## config.mk

```make
export PLATFORM = sky130hd
export DESIGN_NAME = dos_clock_synth_ctrl
export DESIGN_NICKNAME = d
export VERILOG_FILES = /design/src/dos_clock_synth_ctrl.v
export VERILOG_INCLUDE_DIRS = /design/src
export SDC_FILE = /design/constraint.sdc
export NUM_CORES = 1
export LEC_CHECK = 0
export BUFFER_PORTS_ARGS = -buffer_cell sky130_fd_sc_hd__buf_2
export CAP_MARGIN = 40
export CORE_ASPECT_RATIO = 1.2
export CORE_MARGIN = 2
export CORE_UTILIZATION = 55
export DETAILED_ROUTE_END_ITERATION = 6
export PLACE_DENSITY = 0.75
export SYNTH_ARGS = -nofsm -noshare
export SYNTH_HDL_FRONTEND = slang
export SYNTH_SLANG_ARGS = --single-unit
```

## constraint.sdc

```tcl
create_clock -name core_clk -period 5.4 [get_ports core_clk]
set_clock_uncertainty 0.15 [all_clocks]
set_input_delay 0.81 -clock core_clk [delete_from_list [all_inputs] [get_ports core_clk]]
set_output_delay 0.81 -clock core_clk [all_outputs]
set_load 0.01 [all_outputs]
```

## src/dos_clock_synth_map.vh

```
`ifndef DOS_CLOCK_SYNTH_MAP_VH
`define DOS_CLOCK_SYNTH_MAP_VH

// ****************************************
// Register byte offsets
// ****************************************
`define DOS_OFS_FREQ 8'h00
`define DOS_OFS_RATIO 8'h04
`define DOS_OFS_MODE 8'h08
`define DOS_OFS_STATUS 8'h0C

// ****************************************
// Frequency register fields
// ****************************************
`define DOS_FREQ_WORD_LSB 0
`define DOS_FREQ_WORD_MSB 9
`define DOS_FREQ_RANGE_LSB 10
`define DOS_FREQ_RANGE_MSB 14

// ****************************************
// Mode register fields
// ****************************************
`define DOS_MODE_REF_CODE_LO 0
`define DOS_MODE_REF_CODE_HI 1
`define DOS_MODE_MAIN_CODE_LO 2
`define DOS_MODE_MAIN_CODE_HI 3
`define DOS_MODE_BYPASS 4
`define DOS_MODE_REF_GATE 5
`define DOS_MODE_REF_SOURCE 6
`define DOS_MODE_REF_SLEEP 7
`define DOS_MODE_MAIN_SLEEP 8

// ****************************************
// Status register fields
// ****************************************
`define DOS_STAT_LOW_POWER 0
`define DOS_STAT_REF_CTRL 1
`define DOS_STAT_MAIN_CTRL 2
`define DOS_STAT_REF_DRIVE 3
`define DOS_STAT_MAIN_DRIVE 4

// ****************************************
// Stored power-up settings
// ****************************************
`define DOS_RST_WORD 10'h01F4
`define DOS_RST_RANGE 5'h0C
`define DOS_RST_RATIO 10'h0000
`define DOS_RST_MODE 9'h010

// ****************************************
// Bus answers and prescale codes
// ****************************************
`define DOS_RESP_OKAY 2'h0
`define DOS_RESP_SLVERR 2'h2
`define DOS_PRE_RATIO_BYPASS 2'h0
`define DOS_PRE_DIV2 2'h1
`define DOS_PRE_DIV4 2'h2
`define DOS_PRE_DIV8 2'h3

`endif

```

## src/dos_clock_synth_ctrl.v

```verilog
// Function
// - Reference prescaler divides master by 1,2,4,8
// - Main prescaler divides master, feeds ratio stage
// - Ratio stage divides by two to 1025
// - Bypass bit routes main prescaler to pin
// - Range select and control word together tune master over two-to-one
// - Step size fixed per variant, three choices
// - Range select picks sub-range of master
// - Outputs enable synchronously, glitch free, once source level is low
// - Both outputs synchronous, independently programmed
// - Stored settings load as active at power-up
// - Host programs settings; device keeps them
// - Reference pin fed from reference select mux
// - Main frequency follows settings in cascade
// - Gate0 source1 sleep0: control pin selects mux
// - Gate1: control high floats, low drives source
// - Sleep1: control high stops master, floats pin
// - All bits zero: pin floats, high powers down
// - Main sleep0: main control is active-low enable
// - Main sleep1: high floats pin, powers down
// - Both sleep requests ORed into device power-down
//
// Decided for this implementation: the address map and the AXI4-Lite interface to the registers.
`include "dos_clock_synth_map.vh"

module dos_clock_synth_ctrl #(
  parameter ACC_WIDTH = 32,
  parameter [31:0] STEP_INC = 32'h0000_0D1B,
  parameter [31:0] RANGE_BASE = 32'h2000_0000,
  parameter [31:0] RANGE_STEP = 32'h0119_9999
) (
  // Clock and reset
  input wire core_clk,
  input wire rst_n,
  // AXI4-Lite write address
  input wire [7:0] s_axi_awaddr,
  input wire s_axi_awvalid,
  output reg s_axi_awready,
  // AXI4-Lite write data
  input wire [31:0] s_axi_wdata,
  input wire [3:0] s_axi_wstrb,
  input wire s_axi_wvalid,
  output reg s_axi_wready,
  // AXI4-Lite write response
  output reg [1:0] s_axi_bresp,
  output reg s_axi_bvalid,
  input wire s_axi_bready,
  // AXI4-Lite read address
  input wire [7:0] s_axi_araddr,
  input wire s_axi_arvalid,
  output reg s_axi_arready,
  // AXI4-Lite read data
  output reg [31:0] s_axi_rdata,
  output reg [1:0] s_axi_rresp,
  output reg s_axi_rvalid,
  input wire s_axi_rready,
  // Control pins
  input wire refControlPin,
  input wire mainControlPin,
  // Clock pins
  output reg refClockPin,
  output reg refClockPinOeN,
  output reg mainClockPin,
  output reg mainClockPinOeN,
  // Power state
  output reg lowPower
);

  // ****************************************
  // Functions
  // ****************************************
  function [2:0] preMask;
    input [1:0] code;
    begin
      case (code)
        `DOS_PRE_RATIO_BYPASS: preMask = 3'h0;
        `DOS_PRE_DIV2: preMask = 3'h1;
        `DOS_PRE_DIV4: preMask = 3'h3;
        `DOS_PRE_DIV8: preMask = 3'h7;
        default: preMask = 3'h0;
      endcase
    end
  endfunction

  function isMapped;
    input [7:0] addr;
    begin
      isMapped = (addr == `DOS_OFS_FREQ) || (addr == `DOS_OFS_RATIO) ||
                 (addr == `DOS_OFS_MODE) || (addr == `DOS_OFS_STATUS);
    end
  endfunction

  // ****************************************
  // Settings
  // ****************************************
  reg [9:0] ctrlWord;
  reg [4:0] rangeSel;
  reg [9:0] ratioValue;
  reg [8:0] modeBits;
  wire [1:0] refCode = modeBits[`DOS_MODE_REF_CODE_HI:`DOS_MODE_REF_CODE_LO];
  wire [1:0] mainCode = modeBits[`DOS_MODE_MAIN_CODE_HI:`DOS_MODE_MAIN_CODE_LO];
  wire ratioBypass = modeBits[`DOS_MODE_BYPASS];
  wire refGateBit = modeBits[`DOS_MODE_REF_GATE];
  wire refSourceBit = modeBits[`DOS_MODE_REF_SOURCE];
  wire refSleepBit = modeBits[`DOS_MODE_REF_SLEEP];
  wire mainSleepBit = modeBits[`DOS_MODE_MAIN_SLEEP];

  // ****************************************
  // Bus slave
  // ****************************************
  reg [7:0] wrAddr;
  reg [31:0] wrData;
  reg [3:0] wrStrb;
  reg awGot;
  reg wGot;
  reg [31:0] next_rdata;
  wire [31:0] freqRead = {17'h0_0000, rangeSel, ctrlWord};
  wire [31:0] strbMask = {{8{wrStrb[3]}}, {8{wrStrb[2]}}, {8{wrStrb[1]}}, {8{wrStrb[0]}}};
  wire [31:0] freqNew = (freqRead & ~strbMask) | (wrData & strbMask);
  wire [31:0] ratioNew = ({22'h00_0000, ratioValue} & ~strbMask) | (wrData & strbMask);
  wire [31:0] modeNew = ({23'h00_0000, modeBits} & ~strbMask) | (wrData & strbMask);
  reg refCtrl;
  reg mainCtrl;
  reg refDrive;
  reg mainDrive;

  always @* begin
    case (s_axi_araddr)
      `DOS_OFS_FREQ: next_rdata = freqRead;
      `DOS_OFS_RATIO: next_rdata = {22'h00_0000, ratioValue};
      `DOS_OFS_MODE: next_rdata = {23'h00_0000, modeBits};
      `DOS_OFS_STATUS: next_rdata = {27'h000_0000, mainDrive, refDrive, mainCtrl, refCtrl,
                                     lowPower};
      default: next_rdata = 32'h0000_0000;
    endcase
  end

  always @(posedge core_clk) begin
    if (!rst_n) begin
      s_axi_awready <= 1'b1;
      s_axi_wready <= 1'b1;
      s_axi_bvalid <= 1'b0;
      s_axi_bresp <= `DOS_RESP_OKAY;
      s_axi_arready <= 1'b1;
      s_axi_rvalid <= 1'b0;
      s_axi_rresp <= `DOS_RESP_OKAY;
      s_axi_rdata <= 32'h0000_0000;
      awGot <= 1'b0;
      wGot <= 1'b0;
      wrAddr <= 8'h00;
      wrData <= 32'h0000_0000;
      wrStrb <= 4'h0;
      ctrlWord <= `DOS_RST_WORD;
      rangeSel <= `DOS_RST_RANGE;
      ratioValue <= `DOS_RST_RATIO;
      modeBits <= `DOS_RST_MODE;
    end else begin
      if (s_axi_awvalid && s_axi_awready) begin
        wrAddr <= s_axi_awaddr;
        awGot <= 1'b1;
        s_axi_awready <= 1'b0;
      end
      if (s_axi_wvalid && s_axi_wready) begin
        wrData <= s_axi_wdata;
        wrStrb <= s_axi_wstrb;
        wGot <= 1'b1;
        s_axi_wready <= 1'b0;
      end
      if (awGot && wGot && !s_axi_bvalid) begin
        case (wrAddr)
          `DOS_OFS_FREQ: begin
            ctrlWord <= freqNew[`DOS_FREQ_WORD_MSB:`DOS_FREQ_WORD_LSB];
            rangeSel <= freqNew[`DOS_FREQ_RANGE_MSB:`DOS_FREQ_RANGE_LSB];
          end
          `DOS_OFS_RATIO: ratioValue <= ratioNew[9:0];
          `DOS_OFS_MODE: modeBits <= modeNew[8:0];
          default: ;
        endcase
        s_axi_bresp <= isMapped(wrAddr) ? `DOS_RESP_OKAY : `DOS_RESP_SLVERR;
        s_axi_bvalid <= 1'b1;
        awGot <= 1'b0;
        wGot <= 1'b0;
      end
      if (s_axi_bvalid && s_axi_bready) begin
        s_axi_bvalid <= 1'b0;
        s_axi_awready <= 1'b1;
        s_axi_wready <= 1'b1;
      end
      if (s_axi_arvalid && s_axi_arready) begin
        s_axi_rdata <= next_rdata;
        s_axi_rresp <= isMapped(s_axi_araddr) ? `DOS_RESP_OKAY : `DOS_RESP_SLVERR;
        s_axi_rvalid <= 1'b1;
        s_axi_arready <= 1'b0;
      end
      if (s_axi_rvalid && s_axi_rready) begin
        s_axi_rvalid <= 1'b0;
        s_axi_arready <= 1'b1;
      end
    end
  end

  // ****************************************
  // Control pin synchronisers
  // ****************************************
  reg [1:0] ctrlS1;
  reg [1:0] ctrlS2;
  reg [1:0] ctrlS3;

  always @(posedge core_clk) begin
    if (!rst_n) begin
      ctrlS1 <= 2'h0;
      ctrlS2 <= 2'h0;
      ctrlS3 <= 2'h0;
      refCtrl <= 1'b0;
      mainCtrl <= 1'b0;
    end else begin
      ctrlS1 <= {mainControlPin, refControlPin};
      ctrlS2 <= ctrlS1;
      ctrlS3 <= ctrlS2;
      if (ctrlS2[0] == ctrlS3[0]) begin
        refCtrl <= ctrlS3[0];
      end
      if (ctrlS2[1] == ctrlS3[1]) begin
        mainCtrl <= ctrlS3[1];
      end
    end
  end

  // ****************************************
  // Mode decode and power-down
  // ****************************************
  wire refAllZero = !refGateBit && !refSourceBit && !refSleepBit;
  wire next_lowPower = (refCtrl && (refSleepBit || refAllZero)) || (mainCtrl && mainSleepBit);
  wire refWantPre = (!refGateBit && refSourceBit && !refSleepBit) ? refCtrl : refSourceBit;
  // Gate and sleep float on high
  wire refWantDrive = !refAllZero && !(refCtrl && (refGateBit || refSleepBit)) &&
                      !next_lowPower;
  // Main sleep floats pin on high
  wire mainWantDrive = !mainCtrl && !next_lowPower;

  // ****************************************
  // Master clock generator
  // ****************************************
  reg [ACC_WIDTH-1:0] acc;
  reg mclkTick;
  reg mclkLvl;
  wire [31:0] incr = RANGE_BASE + RANGE_STEP * {27'h000_0000, rangeSel} +
                     STEP_INC * {22'h00_0000, ctrlWord};
  wire [ACC_WIDTH:0] accSum = {1'b0, acc} + {1'b0, incr[ACC_WIDTH-1:0]};

  always @(posedge core_clk) begin
    if (!rst_n) begin
      acc <= {ACC_WIDTH{1'b0}};
      mclkTick <= 1'b0;
      mclkLvl <= 1'b0;
      lowPower <= 1'b0;
    end else begin
      lowPower <= next_lowPower;
      if (next_lowPower) begin
        acc <= {ACC_WIDTH{1'b0}};
        mclkTick <= 1'b0;
        mclkLvl <= 1'b0;
      end else begin
        acc <= accSum[ACC_WIDTH-1:0];
        mclkTick <= accSum[ACC_WIDTH];
        if (accSum[ACC_WIDTH]) begin
          mclkLvl <= !mclkLvl;
        end
      end
    end
  end

  // ****************************************
  // Prescalers
  // ****************************************
  wire [1:0] preTick;
  wire [1:0] preLvl;
  wire [3:0] preCodes = {mainCode, refCode};

  genvar gi;
  generate
    for (gi = 0; gi < 2; gi = gi + 1) begin : gPre
      reg [2:0] cnt;
      reg tick;
      reg lvl;
      always @(posedge core_clk) begin
        if (!rst_n || lowPower) begin
          cnt <= 3'h0;
          tick <= 1'b0;
          lvl <= 1'b0;
        end else begin
          tick <= 1'b0;
          if (mclkTick) begin
            if ((cnt & preMask(preCodes[2*gi+1:2*gi])) == preMask(preCodes[2*gi+1:2*gi])) begin
              cnt <= 3'h0;
              tick <= 1'b1;
              lvl <= !lvl;
            end else begin
              cnt <= cnt + 3'h1;
            end
          end
        end
      end
      assign preTick[gi] = tick;
      assign preLvl[gi] = lvl;
    end
  endgenerate

  // ****************************************
  // Ratio divider
  // ****************************************
  reg [10:0] divCnt;
  reg divLvl;
  reg divTick;
  wire [10:0] divLast = {1'b0, ratioValue} + 11'h001;

  always @(posedge core_clk) begin
    if (!rst_n || lowPower) begin
      divCnt <= 11'h000;
      divLvl <= 1'b0;
      divTick <= 1'b0;
    end else begin
      divTick <= 1'b0;
      if (preTick[1]) begin
        if (divCnt >= divLast) begin
          divCnt <= 11'h000;
          divLvl <= !divLvl;
          divTick <= 1'b1;
        end else begin
          divCnt <= divCnt + 11'h001;
        end
      end
    end
  end

  // ****************************************
  // Output gating
  // ****************************************
  reg refSelPre;
  reg refLvlQ;
  reg mainLvlQ;
  wire refSrcLvl = refSelPre ? preLvl[0] : mclkLvl;
  wire mainSrcLvl = ratioBypass ? preLvl[1] : divLvl;

  always @(posedge core_clk) begin
    if (!rst_n) begin
      refSelPre <= 1'b0;
      refLvlQ <= 1'b0;
      mainLvlQ <= 1'b0;
      refDrive <= 1'b0;
      mainDrive <= 1'b0;
      refClockPin <= 1'b0;
      refClockPinOeN <= 1'b1;
      mainClockPin <= 1'b0;
      mainClockPinOeN <= 1'b1;
    end else begin
      if (!mclkLvl && !preLvl[0]) begin
        refSelPre <= refWantPre;
      end
      if (!refSrcLvl || next_lowPower) begin
        refDrive <= refWantDrive;
      end
      if (!mainSrcLvl || next_lowPower) begin
        mainDrive <= mainWantDrive;
      end
      // Level delayed to match drive, so the pin is low when enabled
      refLvlQ <= refSrcLvl;
      mainLvlQ <= mainSrcLvl;
      refClockPin <= refDrive & refLvlQ;
      refClockPinOeN <= !refDrive;
      mainClockPin <= mainDrive & mainLvlQ;
      mainClockPinOeN <= !mainDrive;
    end
  end

endmodule

```

==> After elaboration in Yosys (flattened, before gate mapping) <==
Cells that the tools add are included.
{ "totals": {"register_bits": 175, "latchBits": 0, "ram_bits": 0, "mem_bits_ro": 0, "inputBits": 61, "out_inout_bits": 46, "wordCells": 160, "n_memories": 0} }
{ "op_classes": {"addsub": 7, "n_mul": 2, "div_mod_pow": 0, "n_lt_le_gt_ge": 1, "n_eq_ne": 16, "n_shift": 0, "n_mux": 16, "n_bitwise": 14, "reduce_logical": 62} }
{ "op_table": {"columns": ["operator", "count"], "rows": [
  ["case mux 15 bit (4 select lines)", 1],
  ["adder 32 x 32 -> 33 bit", 1],
  ["adder 31 x 22 -> 32 bit", 1],
  ["== test 8 x 4 -> 1 bit, second input constant", 4],
  ["adder 30 x 30 -> 31 bit, first input constant", 1],
  ["bitwise AND 15 bit", 2],
  ["multiplier 25 x 5 -> 30 bit, first input constant", 1],
  ["case mux 3 bit (4 select lines)", 2],
  ["multiplier 12 x 10 -> 22 bit, first input constant", 1],
  ["logical AND 1 bit", 18],
  ["2-to-1 mux 3 bit", 6],
  ["logical NOT 1 bit", 17],
  ["== test 8 x 3 -> 1 bit, second input constant", 2],
  ["logical NOT 8 bit", 2],
  ["inverter 15 bit", 1],
  ["OR 15 bit", 1],
  ["logical OR 1 bit", 12],
  ["AND reduction 2 bit", 6],
  ["adder 10 x 1 -> 11 bit, second input constant", 1],
  ["adder 11 x 1 -> 11 bit, second input constant", 1],
  ["greater-or-equal comparator 11 bit", 1],
  ["2-to-1 mux 11 bit", 1],
  ["bitwise AND 10 bit", 1],
  ["OR 10 bit", 1],
  ["other kinds (14)", 33]
]} }

==> Logic depth before layout (Yosys ltp) <==
{ "logic_depth": {"word_depth": 8, "depth_mapped": 23, "mapped_depth_nobuf": 22} }

==> Worst setup path after synthesis <==
Ideal clock, no wire load.
{ "synth_timing": {"path_type": "flip-flop to flip-flop", "start": "register (tool-made name)", "end": "register acc[30]", "setup_ns": 0.072, "arrival_ns": 5.402, "t_required_ns": 5.178, "setup_slack_ns": -0.223, "stages_incl_launch_ff": 21, "n_path_buf": 0, "synth_period_minus_slack_ns": 5.623, "cell_sequence": "dfxtp_1 > inv_1 > ha_1 > inv_1 > fa_1 > inv_1 > fa_1 > inv_1 > fa_1 > fa_1 > inv_1 > fa_1 > inv_1 > ha_1 > nand2_1 > nor2_1 > a21oi_2 > o21a_1 > or4_4 > o21ai_2 > mux2i_1"} }
{ "synth_lines": {"columns": ["item", "line_no", "rtl"], "rows": [
  ["to (signal assigned)", "dos_clock_synth_ctrl.v:253", "acc <= {ACC_WIDTH{1'b0}};"],
  ["to (signal assigned)", "dos_clock_synth_ctrl.v:260", "acc <= {ACC_WIDTH{1'b0}};"],
  ["to (signal assigned)", "dos_clock_synth_ctrl.v:264", "acc <= accSum[ACC_WIDTH-1:0];"],
  ["to (decl)", "dos_clock_synth_ctrl.v:244", "reg [ACC_WIDTH-1:0] acc;"]
]} }

==> results.md <==
* Outcome: completed
* Unrepaired setup endpoints after global routing: true
* Share of cells above drive strength 1 at 0.212
* Multi-input gate area at 0.00797 sq mm
* Avg Inst Size Synth at 9.22 sq um
* Netlist cell types at 67
* Final Max Slew Viols at 0
* Clk sinks at 156
* Number of synthesized flops with an enable pin at 0
* Cell at the slowest stage of the critical path: fa_2
* Tmin final at 5.36 ns
* Root Driver: clkbuf_16
* Crit Path Max Fanout at 5
* Routed WL at 28,800 um
* Final hold vios at 0
* Layout fillers at 1,569
* I/O Buffers at 68
* Largest net degree at the start of global routing at 64
* Area leader, netlist: dfxtp_1
* Final Net Count at 1,722
* Synth warn at 0
* WS Path Type: reg2reg
* CORE AREA at 0.0210 sq mm
* Top cell type's share of synthesized area at 0.266
* Synth Register Bits at 156
* MaxCap Viol Count at 0
* CP delay by family, top: adder cells
* Register area at 0.00315 sq mm
* Worst hold path class: reg2reg
* Top cells by count, synth: 205 x inv_1, 156 x dfxtp_1, 141 x ha_1
* Antenna-violating nets left at 0
* Hold bufs inserted after CTS at 0
* Fmax at 186 MHz
* Placed cells at 1,665
* Gr ovfl total at 0
* Critical path, cell by cell: inv_4, ha_4, inv_4, fa_2, inv_2, fa_2, inv_2, fa_2, fa_1, inv_2, fa_1, inv_2, ha_4, nand2_4, o21ai_4, a21oi_2, o21a_1, or4_4, o21ai_2, mux2i_1
* Drt drc at 0
* CP Capture Type: flop
* Tcrit/Tclk final at 0.993
* Global-route wire length before repair at 45,300 um
* Main synth FF type: dfxtp_1
* Cell Count, Final, Fillers Out at 1,709
* Longest Clk Path Bufs at 2
* Post-Syn Instances at 1,276
* Synth top area cells: dfxtp_1 27%, fa_1 16%, ha_1 15%
* Lkg Pwr at 6.78 nW
* Dpl cell area at 0.0128 sq mm
* Initial DRC Count at 498
* Tot GR Track Use at 0.260
* Synthesized cell area at 0.0118 sq mm
* Routed length per instance at 16.8 um
* Area grow syn2layout at 18.6%
* Boundary Pins at 107
* Drt pass-1 iters at 6
* Startpoint Class: flop
* Most frequent cell after synthesis: inv_1
* Final GP Congestion at 0.954
* Skew-Pair Late Insertion Delay at 0.44 ns
* Peak VDD IR at 0.000243 V
* N_diodes at 0
* Setup violators final at 0
* Worst-margin pin slew at 0.897 ns
* DP HPWL at 21,800 um
* Initial core utilization at 0.561
* Post-synth ARST share at 0
* CP peak stage delay at 0.58 ns
* Die height at 164 um
* H-tree depth at 4
* Critical path buffer and inverter count at 6
* Die width at 137 um
* Power per standard cell area at 402 mW/mm^2
* Seq/Total Area, Yosys at 0.266
* Worst Path Required at 5.62 ns
* CTS tree: built
* Data arrival, critical path at 5.59 ns
* Initial antenna violation count at 0
* Num CTS Buffers at 17
* Floorplan row count at 58
* Slew HR at 0.397
* Vias per cell at 5.37
* Final core occ at 0.665
* Worst path most repeated cell: inv_2
* Fin area at 0.0139 sq mm
* Vias in the first global route at 9,169
* Die area at 0.0226 sq mm
* Worst-path clk slew at 0.07 ns
* Via count at 9,184
[final cells by class]
class	instances	area share
Inverter	205	0.0555
Clock inverter	12	0.00969
Multi-Input combinational cell	873	0.571
Sequential cell	156	0.226
Timing Repair Buffer	174	0.0817
Clock buffer	19	0.0318
Tap cell	270	0.0242
[per-layer routing]
metal,global-route usage,vias to the layer above,routed length (um)
met5,0,-,0
met3,0.0327,63,1170
met4,0.113,0,1130
li1,-,4440,-
met2,0.457,271,14500
met1,0.318,4410,11900
[path summary, 6_finish.rpt]
| kind | from | end | slack, ns | cells past startpoint |
|---|---|---|---|---|
| worst max-delay path | flop | acc[30]$_SDFF_PP0_ | 0.04 | 20 |
| worst min-delay path | ctrlS1[1]$_SDFF_PN0_ | ctrlS2[1]$_SDFF_PN0_ | 0.29 | 1 |
| worst max register to register | flop | acc[30]$_SDFF_PP0_ | 0.04 | 20 |
| worst min register to register | ctrlS1[1]$_SDFF_PN0_ | ctrlS2[1]$_SDFF_PN0_ | 0.29 | 1 |
[report_power, final]
group / switching (mW) / internal [mW]
Sequential: 0.0713 / 1.27
Clock: 0.514 / 0.695
Combinational: 1.63 / 1.42
[cells by family (layout without fill, tap and decap cells)]
family	count (synthesis)	in the layout	synth area share
flops	156	156	0.266
fa+ha+maj	234	234	0.308
compound gates	190	190	0.108
mux	45	45	0.0436
xor+xnor	43	43	0.0320
other cells	1	19	0.000319
buf+inv	265	410	0.0980
simple gates	342	342	0.144
[layout by cell type (no fill, tap or decap), drive strengths merged, types with 24 or more instances in the layout]
cell type	n
ha	141
nand2	120
o21ai	34
dfxtp	156
a21oi	42
fa	93
a21boi	37
inv	210
buf	174
xor2	24
mux2i	40
nor2	66
nand3	26
nor2b	43
[what timing repair did]
action | CTS | global route
pin swaps | 28 | 51
setup buffers | 2 | 11
endpoints found under the setup margin | 15 | 20
resized for setup | 35 | 59
[stage by stage]
step                total power, mW  setup WS (ns)  setup TNS, ns  hold slack (ns)
finish                         5.60         0.0359              0            0.286
global route                   5.95         -0.102         -0.291            0.314
CTS                            5.22         0.0106              0            0.287
detailed placement             3.79         -0.196          -1.54            0.272
global placement               3.76         -0.172          -1.19            0.272
floorplan                      3.09       -0.00599       -0.00599            0.227
(Power assumes the default switching activity.)
